## src/hw/lai_pkg.sv

```systemverilog
// Constants, field layouts and carrier types of the link authentication interrupt logic.
// Assumes a 32-bit AHB-Lite register bus with word-aligned registers.
package lai_pkg;

  // ==========================================================================
  // Register indexes and byte addresses
  // ==========================================================================
  localparam logic [9:0] IDX_INTERRUPT_CONTROL = 10'h0c6;
  localparam logic [9:0] IDX_INTERRUPT_STATUS = 10'h0c7;
  localparam logic [11:0] ADDR_INTERRUPT_CONTROL = {IDX_INTERRUPT_CONTROL, 2'h0};
  localparam logic [11:0] ADDR_INTERRUPT_STATUS = {IDX_INTERRUPT_STATUS, 2'h0};
  localparam logic [11:0] ADDR_EVENT_STATUS = 12'h000;
  localparam logic [11:0] ADDR_EVENT_MASK = 12'h004;
  localparam logic [11:0] ADDR_CONFIG = 12'h008;
  localparam int ADDR_W = 12;

  // ==========================================================================
  // Field positions
  // ==========================================================================
  localparam int BIT_INDIRECT_DONE = 7;
  localparam int BIT_RECEIVER_FOUND = 6;
  localparam int BIT_DOWNSTREAM_IRQ = 5;
  localparam int BIT_KEY_LIST_READY = 4;
  localparam int BIT_RECEIVER_KEY_READY = 3;
  localparam int BIT_AUTH_FAIL = 2;
  localparam int BIT_AUTH_PASS = 1;
  localparam int BIT_GLOBAL = 0;
  localparam int BIT_DETECT_WAITS_LOCK = 0;

  // ==========================================================================
  // Reset values
  // ==========================================================================
  localparam logic [7:0] RST_INTERRUPT_CONTROL = 8'h00;
  localparam logic [7:0] RST_EVENT_STATUS = 8'h00;
  localparam logic [7:0] RST_EVENT_MASK = 8'hfe;
  localparam logic [7:0] RST_CONFIG = 8'h00;
  localparam logic [7:0] EVENT_BITS = 8'hfe;

  // ==========================================================================
  // AHB-Lite encodings
  // ==========================================================================
  localparam logic [1:0] HTRANS_NONSEQ = 2'h2;
  localparam logic [2:0] HSIZE_WORD = 3'h2;
  localparam logic HRESP_OKAY = 1'h0;

  // ==========================================================================
  // Carrier types
  // ==========================================================================
  typedef struct packed {
    logic indirect_done;
    logic receiver_detect;
    logic receiver_lock;
    logic downstream_irq;
    logic key_list_ready;
    logic receiver_key_ready;
    logic auth_fail;
    logic auth_pass;
  } lai_events_t;

  typedef struct packed {
    logic sel;
    logic write;
    logic [ADDR_W-1:0] addr;
  } lai_req_t;

endpackage

```

## src/hw/lai_top.sv

```systemverilog
// Interrupt enable, status and output logic for the link authentication engine.
// Assumes event inputs synchronous to sys_clk and an AHB-Lite master with single word transfers.
//
// Overview of operation
// - With enable bit 5 set, a downstream receiver interrupt raises the interrupt.
// - With enable bit 4 set, the key list becoming ready raises the interrupt.
// - With enable bit 3 set, the receiver key becoming ready raises the interrupt.
// - With enable bit 2 set, both a failed and a lost authentication raise the interrupt.
// - With enable bit 1 set, a successful authentication raises the interrupt.
// - Control bit 0 is a global gate without which no event reaches the interrupt line.
// - Status bit 7 reports a finished indirect register access.
// - Status bit 6 reports a found receiver, held back until lock when the lock-wait select is one.
// - Status bit 5 reports an interrupt forwarded by the downstream receiver.
// - Status bit 4 reports that the key selection vector list is ready to read.
// - Status bit 3 reports that the receiver key selection vector is ready to read.
// - Status bit 2 reports failed or lost authentication.
// - Status bit 1 reports successful authentication.
// - Status bit 0 is set while any event that is individually enabled and set in the event mask is indicated.
// - With enable bit 7 set, a finished indirect access raises the interrupt.
// - With enable bit 6 set, a found receiver raises the interrupt under the same lock-wait option.
//
// Our own choice: the AHB-Lite slave port.
`timescale 1ns/100ps
module lai_top (
  // Clock and reset
  input wire logic sys_clk,
  input wire logic rst,
  // AHB-Lite slave
  input wire logic hsel,
  input wire logic [31:0] haddr,
  input wire logic [1:0] htrans,
  input wire logic hwrite,
  input wire logic [2:0] hsize,
  input wire logic [31:0] hwdata,
  input wire logic hready,
  output logic hreadyout,
  output logic hresp,
  output logic [31:0] hrdata,
  // Event sources
  input wire lai_pkg::lai_events_t events,
  // Interrupt to the controller
  output logic irq
);

  // ==========================================================================
  // Declarations
  // ==========================================================================
  logic [7:0] interrupt_control_reg;
  logic [7:0] event_status_reg;
  logic [7:0] event_status_next;
  logic [7:0] event_mask_reg;
  logic [7:0] config_reg;
  logic found_cond;
  logic found_cond_reg;
  logic downstream_reg;
  logic [7:0] event_set;
  logic [7:0] interrupt_status;
  logic combined_flag;
  lai_pkg::lai_req_t req_reg;
  logic addr_phase;
  logic [7:0] read_byte;

  // ==========================================================================
  // Event detection
  // ==========================================================================
  assign found_cond = config_reg[lai_pkg::BIT_DETECT_WAITS_LOCK] ?
    (events.receiver_detect & events.receiver_lock) : events.receiver_detect;

  always_ff @(posedge sys_clk or posedge rst) begin
    if (rst) begin
      found_cond_reg <= 1'b0;
      downstream_reg <= 1'b0;
    end else begin
      found_cond_reg <= found_cond;
      downstream_reg <= events.downstream_irq;
    end
  end

  always_comb begin
    event_set = 8'h00;
    event_set[lai_pkg::BIT_INDIRECT_DONE] = events.indirect_done;
    event_set[lai_pkg::BIT_RECEIVER_FOUND] = found_cond & ~found_cond_reg;
    event_set[lai_pkg::BIT_DOWNSTREAM_IRQ] = events.downstream_irq & ~downstream_reg;
    event_set[lai_pkg::BIT_KEY_LIST_READY] = events.key_list_ready;
    event_set[lai_pkg::BIT_RECEIVER_KEY_READY] = events.receiver_key_ready;
    event_set[lai_pkg::BIT_AUTH_FAIL] = events.auth_fail;
    event_set[lai_pkg::BIT_AUTH_PASS] = events.auth_pass;
  end

  // ==========================================================================
  // Bus address phase
  // ==========================================================================
  assign addr_phase = hsel & hready & (htrans == lai_pkg::HTRANS_NONSEQ) & (hsize == lai_pkg::HSIZE_WORD);
  assign hreadyout = 1'b1;
  assign hresp = lai_pkg::HRESP_OKAY;

  always_ff @(posedge sys_clk or posedge rst) begin
    if (rst) begin
      req_reg <= '0;
    end else if (hready) begin
      req_reg.sel <= addr_phase;
      req_reg.write <= hwrite;
      req_reg.addr <= haddr[lai_pkg::ADDR_W-1:0];
    end
  end

  // ==========================================================================
  // Registers
  // ==========================================================================
  always_ff @(posedge sys_clk or posedge rst) begin
    if (rst) begin
      interrupt_control_reg <= lai_pkg::RST_INTERRUPT_CONTROL;
      event_mask_reg <= lai_pkg::RST_EVENT_MASK;
      config_reg <= lai_pkg::RST_CONFIG;
    end else if (req_reg.sel && req_reg.write) begin
      if (req_reg.addr == lai_pkg::ADDR_INTERRUPT_CONTROL) begin
        interrupt_control_reg <= hwdata[7:0];
      end else if (req_reg.addr == lai_pkg::ADDR_EVENT_MASK) begin
        event_mask_reg <= hwdata[7:0] & lai_pkg::EVENT_BITS;
      end else if (req_reg.addr == lai_pkg::ADDR_CONFIG) begin
        config_reg <= {7'h00, hwdata[lai_pkg::BIT_DETECT_WAITS_LOCK]};
      end
    end
  end

  // Sticky flags: a set arriving with a write-one clear wins.
  always_comb begin
    event_status_next = event_status_reg;
    if (req_reg.sel && req_reg.write && (req_reg.addr == lai_pkg::ADDR_EVENT_STATUS)) begin
      event_status_next = event_status_reg & ~hwdata[7:0];
    end
    event_status_next = (event_status_next | event_set) & lai_pkg::EVENT_BITS;
  end

  always_ff @(posedge sys_clk or posedge rst) begin
    if (rst) begin
      event_status_reg <= lai_pkg::RST_EVENT_STATUS;
    end else begin
      event_status_reg <= event_status_next;
    end
  end

  // ==========================================================================
  // Combined flag and interrupt output
  // ==========================================================================
  // Enable bits 7..1 select events; the mask narrows them further.
  assign combined_flag = |(event_status_reg & interrupt_control_reg & event_mask_reg
    & lai_pkg::EVENT_BITS);
  assign interrupt_status = {event_status_reg[7:1], combined_flag};
  assign irq = interrupt_control_reg[lai_pkg::BIT_GLOBAL] & combined_flag;

  // ==========================================================================
  // Read data
  // ==========================================================================
  always_comb begin
    read_byte = 8'h00;
    if (haddr[lai_pkg::ADDR_W-1:0] == lai_pkg::ADDR_INTERRUPT_CONTROL) begin
      read_byte = interrupt_control_reg;
    end else if (haddr[lai_pkg::ADDR_W-1:0] == lai_pkg::ADDR_INTERRUPT_STATUS) begin
      read_byte = interrupt_status;
    end else if (haddr[lai_pkg::ADDR_W-1:0] == lai_pkg::ADDR_EVENT_STATUS) begin
      read_byte = event_status_reg;
    end else if (haddr[lai_pkg::ADDR_W-1:0] == lai_pkg::ADDR_EVENT_MASK) begin
      read_byte = event_mask_reg;
    end else if (haddr[lai_pkg::ADDR_W-1:0] == lai_pkg::ADDR_CONFIG) begin
      read_byte = config_reg;
    end
  end

  always_ff @(posedge sys_clk or posedge rst) begin
    if (rst) begin
      hrdata <= 32'h0000_0000;
    end else if (addr_phase && !hwrite) begin
      hrdata <= {24'h000000, read_byte};
    end
  end

endmodule

```

## config.mk

```make
export PLATFORM = sky130hd
export DESIGN_NAME = lai_top
export DESIGN_NICKNAME = d
export VERILOG_FILES = /design/src/hw/lai_pkg.sv /design/src/hw/lai_top.sv
export SDC_FILE = /design/constraint.sdc
export NUM_CORES = 1
export LEC_CHECK = 0
export BUFFER_PORTS_ARGS = -buffer_cell sky130_fd_sc_hd__buf_2
export CAP_MARGIN = 0
export CORE_ASPECT_RATIO = 0.5
export CORE_MARGIN = 8
export CORE_UTILIZATION = 46
export CTS_CLUSTER_DIAMETER = 50
export DETAILED_ROUTE_END_ITERATION = 6
export GPL_ROUTABILITY_DRIVEN = 1
export GPL_TIMING_DRIVEN = 0
export PLACE_DENSITY_LB_ADDON = 0.12
export SETUP_SLACK_MARGIN = 0.5
export SLEW_MARGIN = 40
export SYNTH_ARGS = -nofsm -noshare
export SYNTH_HDL_FRONTEND = slang
export SYNTH_SLANG_ARGS = --single-unit
```

## constraint.sdc

```tcl
create_clock -name sys_clk -period 2 [get_ports sys_clk]
set_clock_uncertainty 0.1 [all_clocks]
set_input_delay 0.4 -clock sys_clk [delete_from_list [all_inputs] [get_ports sys_clk]]
set_output_delay 0.4 -clock sys_clk [all_outputs]
set_load 0.02 [all_outputs]
```

==> results of run 1 <==
-- final cells by class --
class	instances	area (um^2)	area share
plain buffers	31	231	0.0686
clock buffers	8	100	0.0297
inverters	5	22.5	0.00667
multi-input cells	157	1260	0.374
flip-flops and latches	47	1180	0.351
well taps	70	87.6	0.0259
repair buffers	67	485	0.144
-- cell families after synthesis --
logic type | count (synthesis) | synth area share
AO/OA/AOI/OAI | 36 | 0.101
multiplexers | 30 | 0.149
buffers and inverters | 36 | 0.0960
AND/OR/NAND/NOR | 65 | 0.170
flip-flops | 47 | 0.481
other | 2 | 0.00305
-- synthesized netlist by cell type (3+ instances only) --
| cell | instances | share of area |
|---|---|---|
| a31oi_1 | 10 | 0.025 |
| nand4_1 | 9 | 0.023 |
| nand2_1 | 15 | 0.023 |
| and3_1 | 5 | 0.013 |
| o31ai_1 | 7 | 0.021 |
| nor2_1 | 13 | 0.020 |
| dfstp_2 | 7 | 0.075 |
| buf_2 | 3 | 0.0061 |
| mux2_1 | 8 | 0.037 |
| buf_4 | 26 | 0.079 |
| inv_1 | 5 | 0.0076 |
| mux2_2 | 14 | 0.064 |
| mux2_4 | 8 | 0.049 |
| dfrtp_1 | 40 | 0.41 |
| a21o_1 | 5 | 0.015 |
| nor3_1 | 3 | 0.0061 |
| a21oi_1 | 8 | 0.016 |
-- power groups by stage --
stage	logic, mW	clock network [mW]	registers, mW
final	0.288	0.633	1.03
after global routing	0.312	0.692	1.04
after CTS	0.261	0.645	1.03
after detailed placement	0.251	0	1.04
after global placement	0.232	0	1.04
after floorplan	0.169	0	1.03
-- through the flow --
stage	area (um^2)	setup TNS, ns
6_report	3380	-0.0389
5_1_grt	3380	-0.0921
4_1_cts	3250	-0.0212
3_5_place_dp	2970	0
3_3_place_gp	2920	0
2_1_floorplan	2610	0
-- per-layer routing --
metal | wire, um | part of all wire | vias to the layer above | track usage
li1 | - | - | 930 | -
met1 | 2850 | 0.45 | 932 | 0.207
met2 | 2850 | 0.45 | 93 | 0.254
met3 | 638 | 0.10 | 7 | 0.0582
met4 | 53 | 0.0083 | 0 | 0.0339
met5 | 0 | 0 | - | 0
-- timing repair --
item | in CTS | in global routing
setup endpoints to repair | 32 | 32
gates resized for setup | 17 | 15
pin swaps | 22 | 15
hold buffers | 0 | 0
setup buffers | 12 | 8
cloned | 0 | 0
-- path summary, 6_finish.rpt --
check / endpoint / slack [ns] / startpoint
max in group asynchronous: event_mask_reg[1] / 1.31 / rst
worst min register to register: hrdata[7] / 0.38 / hrdata[7]
worst max-delay path: irq / -0.04 / event_status_reg[7]
min in group sys_clk: downstream_reg / 0.11 / events[4]
worst min-delay path: hrdata[0] / -0.005 / rst
worst max register to register: config_reg[0] / 0.23 / req_reg[0]
-- worst max-delay path, cell delays in order (launching register included) --
cell	delay [ns]
dfrtp_1	0.40
and3_1	0.17
a31oi_1	0.18
nand4_1	0.18
and2_4	0.18
buf_6	0.12
==> impl_metrics.yaml, run 1 <==
run_status:
  status: "finished with violations"
  violations: "hold timing, setup timing"
clock_network:
  h-tree-depth: 2
  clockBufferDepth: 2
  clock_latency_ns: 0.30
  clkSinkCount: 47
  numCtsBuffers: 5
  clkTransAtPathRegs_ns: 0.09
  cts-root-buf: "clkbuf_8"
  cts_tree: "yes"
yosys:
  synth_seq_cells: 47
  ys_warn_count: 0
  synth_cell_types: 40
  syn_inst: 216
  synth_edf_count: 0
  synth.cell_area_mm2: 0.00246
  avgSynthCellArea_um2: 11.4
  synthArstFlopShare: 1.00
  yosysSeqAreaShare: 0.481
  synthFlopType: "dfrtp_1"
finish:
  area_growth_pct: 37.1
  n_fill_cell: 390
  largest_reg_flops: 14
  final_cell_mix: "43 x buf_2, 42 x buf_4, 40 x dfrtp_1, 26 x conb_1, 16 x mux2_4"
  instances_no_fill: 385
  final_util: 0.669
  antennaDiodeCount: 0
  final_common_cell: "buf_2"
  drive_gt1_frac: 0.546
  finalNetCount: 396
die:
  num_rows: 18
  fp.dieW_um: 119
  core_mm2: 0.00504
  boundaryPins: 117
  die_h_um: 67.7
  die_area_mm2: 0.00809
  start_util: 0.488
route:
  post-route-drc-count: 0
  wl_per_cell_um: 16.6
  drt_first_iter_violations: 70
  vias: 1962
  ant_nets: 0
  first_pass_iters: 4
  vias_per_cell: 5.10
  drt_wl_total_um: 6390
worst_setup_path:
  required_ns: 1.50
  r2r_cells: 5
  cp-end-kind: "output port"
  cp_data_arrival_time_ns: 1.54
  cp-start-kind: "flip-flop"
  crit_type: "reg2out"
  cp_max_fo: 3
min_path:
  hold_path_class: "in2async"
grt:
  antenna_found_initial: 0
  grt.overflow.total: 0
  first_global_vias: 1990
  grt_usage: 0.160
  grt_first_pass_wirelength_um: 10200
  grt_max_degree: 19
pwr:
  ir_worst_vdd_v: 0.000390
  power_frac_seq: 0.528
  clockPowerShare: 0.325
  p_int_mw: 1.45
  power_density_mw_per_mm2: 578
  p_leak_nw: 1.62
  netSwitchingFraction: 0.258
  power_mw: 1.95
  p_sw_mw: 0.503
  combPwrFrac: 0.147
place:
  placedCellCount: 357
  numPortBuffers: 45
  dp_slack_ns: 0.0498
  place_congestion: 0.771
  place.detailed.hpwl_um: 4540
timing:
  min_period_ns: 2.04
  fin_ws_ns: -0.0389
  rsz0062_at_grt: "yes"
  final_max_slew_viol_count: 0
  setup_viol: 1
  period_share: 1.02
  holdWs_ns: -0.00528
  hold_viol: 4
  max_freq_ghz: 0.490
job:
  cap_viol_max_count: 0
Note: power is estimated with default switching activity, not from simulation.
==> run 2, diff against run 1 <==
Settings changed: PLACE_DENSITY set to 0.89, PLACE_DENSITY_LB_ADDON 0.12 to unset.
==> impl_metrics.yaml, run 2 (synthesized netlist as in run 1, its figures left out) <==
run_status:
  status: "finished with violations"
  violations: "setup timing"
timing:
  setup_viol: 1
  hold_viol: 0
  final_max_slew_viol_count: 0
  max_freq_ghz: 0.470
  period_share: 1.06
  min_period_ns: 2.13
  tightest_slew_ns: 0.552
  fin_ws_ns: -0.128
  slew_headroom: 0.631
  rsz0062_at_grt: "yes"
finish:
  area_growth_pct: 39.9
  finalNetCount: 398
  drive_gt1_frac: 0.580
  design_area_mm2: 0.00344
  instances_no_fill: 387
  final_cell_mix: "42 x buf_2, 41 x buf_4, 39 x dfrtp_1, 26 x conb_1, 16 x mux2_4"
  final_common_cell: "buf_2"
  n_fill_cell: 320
  antennaDiodeCount: 0
  largest_reg_flops: 14
min_path:
  hold_path_class: "in2async"
grt:
  grt_max_degree: 27
  antenna_found_initial: 0
  grt_usage: 0.176
  grt.overflow.total: 0
  first_global_vias: 2197
  grt_first_pass_wirelength_um: 11300
route:
  ant_nets: 0
  drt_wl_total_um: 8550
  vias_per_cell: 5.87
  vias: 2272
  post-route-drc-count: 0
  wl_per_cell_um: 22.1
  drt_first_iter_violations: 317
  first_pass_iters: 5
worst_setup_path:
  crit_type: "reg2out"
  cp_max_fo: 3
  cp-start-kind: "flip-flop"
  cp_data_arrival_time_ns: 1.63
  cp-end-kind: "output port"
  required_ns: 1.50
clock_network:
  h-tree-depth: 2
  cts-root-buf: "clkbuf_8"
  clkSinkCount: 47
  clockBufferDepth: 2
  clkTransAtPathRegs_ns: 0.10
  cts_tree: "yes"
  cts_hold_buf: 0
  clock_latency_ns: 0.32
  numCtsBuffers: 5
die:
  fp.dieW_um: 119
  num_rows: 18
  core_mm2: 0.00504
  die_area_mm2: 0.00809
  die_h_um: 67.7
  boundaryPins: 117
  start_util: 0.488
place:
  placedCellCount: 356
  place.detailed.hpwl_um: 4680
  numPortBuffers: 45
  dp_slack_ns: 0.0385
  place_congestion: 0.828
  dpl-instance-area_mm2: 0.00295
pwr:
  p_leak_nw: 1.65
  power_density_mw_per_mm2: 567
  ir_worst_vdd_v: 0.000278
  power_mw: 1.95
job:
  cap_viol_max_count: 0
==> run 2: final timing paths <==
path,from,endpoint,slack (ns),cells after the start
min in group sys_clk,events[4],downstream_reg,0.12,1
hold / removal,rst,event_status_reg[3],0.02,2
hold reg to reg,hrdata[1],hrdata[1],0.40,2
max in group asynchronous,rst,event_mask_reg[4],1.21,3
setup / recovery,event_mask_reg[1],irq,-0.13,5
setup reg to reg,req_reg[10],config_reg[0],0.19,5
==> run 2: what timing repair did <==
item / CTS / global route
endpoints found under the setup margin: 32 / 32
buffers inserted: 14 / 9
resized for setup: 20 / 31
pin swaps: 25 / 16
cloned: 0 / 0
==> run 2: metal layers <==
layer / track usage / share of wire / vias up
li1: - / - / 931
met1: 0.196 / 0.36 / 1077
met2: 0.323 / 0.46 / 216
met3: 0.0449 / 0.13 / 48
met4: 0.0755 / 0.047 / 0
met5: 0 / 0 / -
==> run 2: worst max-delay path, cell delays in order (launching register included) <==
cell	delay, ns
dfstp_2	0.40
and3_1	0.18
a31oi_1	0.22
nand4_1	0.18
and2_4	0.20
buf_6	0.12
==> run 2: area by class of cell <==
| type | count | area [um^2] | area share |
|---|---|---|---|
| multi-input combinational | 157 | 1320 | 0.384 |
| sequential | 47 | 1190 | 0.344 |
| timing repair buffer | 69 | 502 | 0.146 |
| buffer | 31 | 231 | 0.0672 |
| tap | 70 | 87.6 | 0.0254 |
| clock buffer | 5 | 68.8 | 0.0200 |
| clock inverter | 3 | 25.0 | 0.00726 |
| inverter | 5 | 22.5 | 0.00654 |
==> run 2: power breakdown <==
group | switching [mW] | internal (mW)
logic | 0.164 | 0.139
clock network | 0.362 | 0.251
registers | 0.0466 | 0.992
==> run 2: metrics by stage <==
stage | setup TNS, ns | hold WS, ns | utilization
after floorplan | 0 | 0.321 | -
final | -0.128 | 0.0160 | 0.683
after detailed placement | 0 | 0.369 | 0.584
after global placement | 0 | 0.359 | 0.579
after CTS | -0.0240 | 0.0322 | 0.646
after global routing | -0.156 | 0.0650 | 0.683
==> run 3, diff against run 2 <==
Settings changed: BUFFER_PORTS_ARGS -buffer_cell sky130_fd_sc_hd__buf_2 to -buffer_cell sky130_fd_sc_hd__buf_4.
==> impl_metrics.yaml, run 3 (synthesized netlist as in run 1, its figures left out) <==
timing:
  tightest_slew_ns: 0.554
  setup_viol: 1
  final_max_slew_viol_count: 0
  fin_ws_ns: -0.0385
  setup_tns_ns: -0.0385
  min_period_ns: 2.04
  max_freq_ghz: 0.491
  hold_viol: 0
  period_share: 1.02
  slew_headroom: 0.630
  rsz0062_at_grt: "yes"
worst_setup_path:
  cp_max_fo: 3
  cp_data_arrival_time_ns: 1.54
  cp-end-kind: "output port"
  cp-start-kind: "flip-flop"
  required_ns: 1.50
  crit_type: "reg2out"
pwr:
  power_mw: 2.02
  ir_worst_vdd_v: 0.000395
  power_density_mw_per_mm2: 570
  p_leak_nw: 1.66
grt:
  grt.overflow.total: 0
  grt_usage: 0.180
  antenna_found_initial: 0
  grt_max_degree: 27
  grt_first_pass_wirelength_um: 11400
  first_global_vias: 2223
clock_network:
  cts_hold_buf: 0
  cts_tree: "yes"
  clock_latency_ns: 0.32
  numCtsBuffers: 5
  clkTransAtPathRegs_ns: 0.09
  cts-root-buf: "clkbuf_8"
  clkSinkCount: 47
  h-tree-depth: 2
  clockBufferDepth: 2
die:
  num_rows: 18
  start_util: 0.488
  fp.dieW_um: 119
  core_mm2: 0.00504
  boundaryPins: 117
  die_h_um: 67.7
  die_area_mm2: 0.00809
run_status:
  violations: "setup timing"
  status: "finished with violations"
route:
  vias_per_cell: 5.89
  vias: 2285
  first_pass_iters: 5
  ant_nets: 0
  post-route-drc-count: 0
  wl_per_cell_um: 22.1
  drt_first_iter_violations: 190
  drt_wl_total_um: 8590
job:
  cap_viol_max_count: 0
finish:
  finalNetCount: 399
  final_common_cell: "buf_4"
  antennaDiodeCount: 0
  instances_no_fill: 388
  final_cell_mix: "84 x buf_4, 38 x dfrtp_1, 26 x conb_1, 16 x mux2_4, 14 x mux2_2"
  largest_reg_flops: 14
  area_growth_pct: 43.9
  drive_gt1_frac: 0.575
place:
  placedCellCount: 356
  place_congestion: 0.833
  numPortBuffers: 45
  place.detailed.hpwl_um: 4910
min_path:
  hold_path_class: "in2async"
[run 3: cell types whose count changed in the layout (fill, tap and decap cells not counted), moves of 3 or more]
cell     delta
a21oi_1     +3
buf_2      -41
buf_4      +43
a21oi_2     -3
[run 3: worst paths after layout]
path                       slack, ns           endpoint  cells after the start           startpoint
min reg2reg                     0.40          hrdata[1]                      2            hrdata[1]
min                             0.03        req_reg[11]                      2                  rst
max                            -0.04                irq                      5  event_status_reg[7]
min in group sys_clk            0.10     downstream_reg                      1            events[4]
max reg2reg                     0.19      config_reg[0]                      5           req_reg[7]
max in group asynchronous       1.20  event_mask_reg[3]                      3                  rst
[run 3: power breakdown]
group / internal [mW] / switching, mW
combinational: 0.152 / 0.160
clock: 0.316 / 0.344
sequential: 0.992 / 0.0539
total: 1.46 / 0.558
[run 3: area by class of cell]
| class | instances | area [um^2] |
|---|---|---|
| multi-input combinational | 157 | 1320 |
| tap | 70 | 87.6 |
| inverter | 5 | 22.5 |
| sequential | 47 | 1190 |
| timing repair buffer | 70 | 599 |
| fill | 317 | 1500 |
| clock buffer | 8 | 100 |
| buffer | 31 | 231 |
[run 3: worst max-delay path, stage by stage (launching register included)]
cell     delay, ns
dfrtp_1       0.42
and3_1        0.19
a31oi_1       0.17
nand4_1       0.15
and2_4        0.17
buf_6         0.12
[run 3: stage by stage]
stage | hold WS (ns) | setup slack [ns] | area [um^2] | utilization
after floorplan | 0.321 | 0.360 | 2610 | -
after global placement | 0.365 | 0.125 | 3030 | 0.601
after detailed placement | 0.361 | 0.0228 | 3060 | 0.606
after CTS | 0.0292 | 0.00475 | 3350 | 0.665
after global routing | 0.0509 | -0.127 | 3540 | 0.702
final | 0.0290 | -0.0385 | 3540 | 0.702
[run 3: what timing repair did]
action / CTS / global route
pin swaps: 24 / 26
gates cloned: 0 / 1
setup buffers: 12 / 11
gates resized for setup: 21 / 26
endpoints found under the setup margin: 32 / 32
[run 3: per-layer routing]
| layer | vias up | global-route usage | part of all wire |
|---|---|---|---|
| li1 | 937 | - | - |
| met1 | 1113 | 0.182 | 0.35 |
| met2 | 179 | 0.334 | 0.48 |
| met3 | 56 | 0.0616 | 0.11 |
| met4 | 0 | 0.102 | 0.055 |
| met5 | - | 0 | 0 |
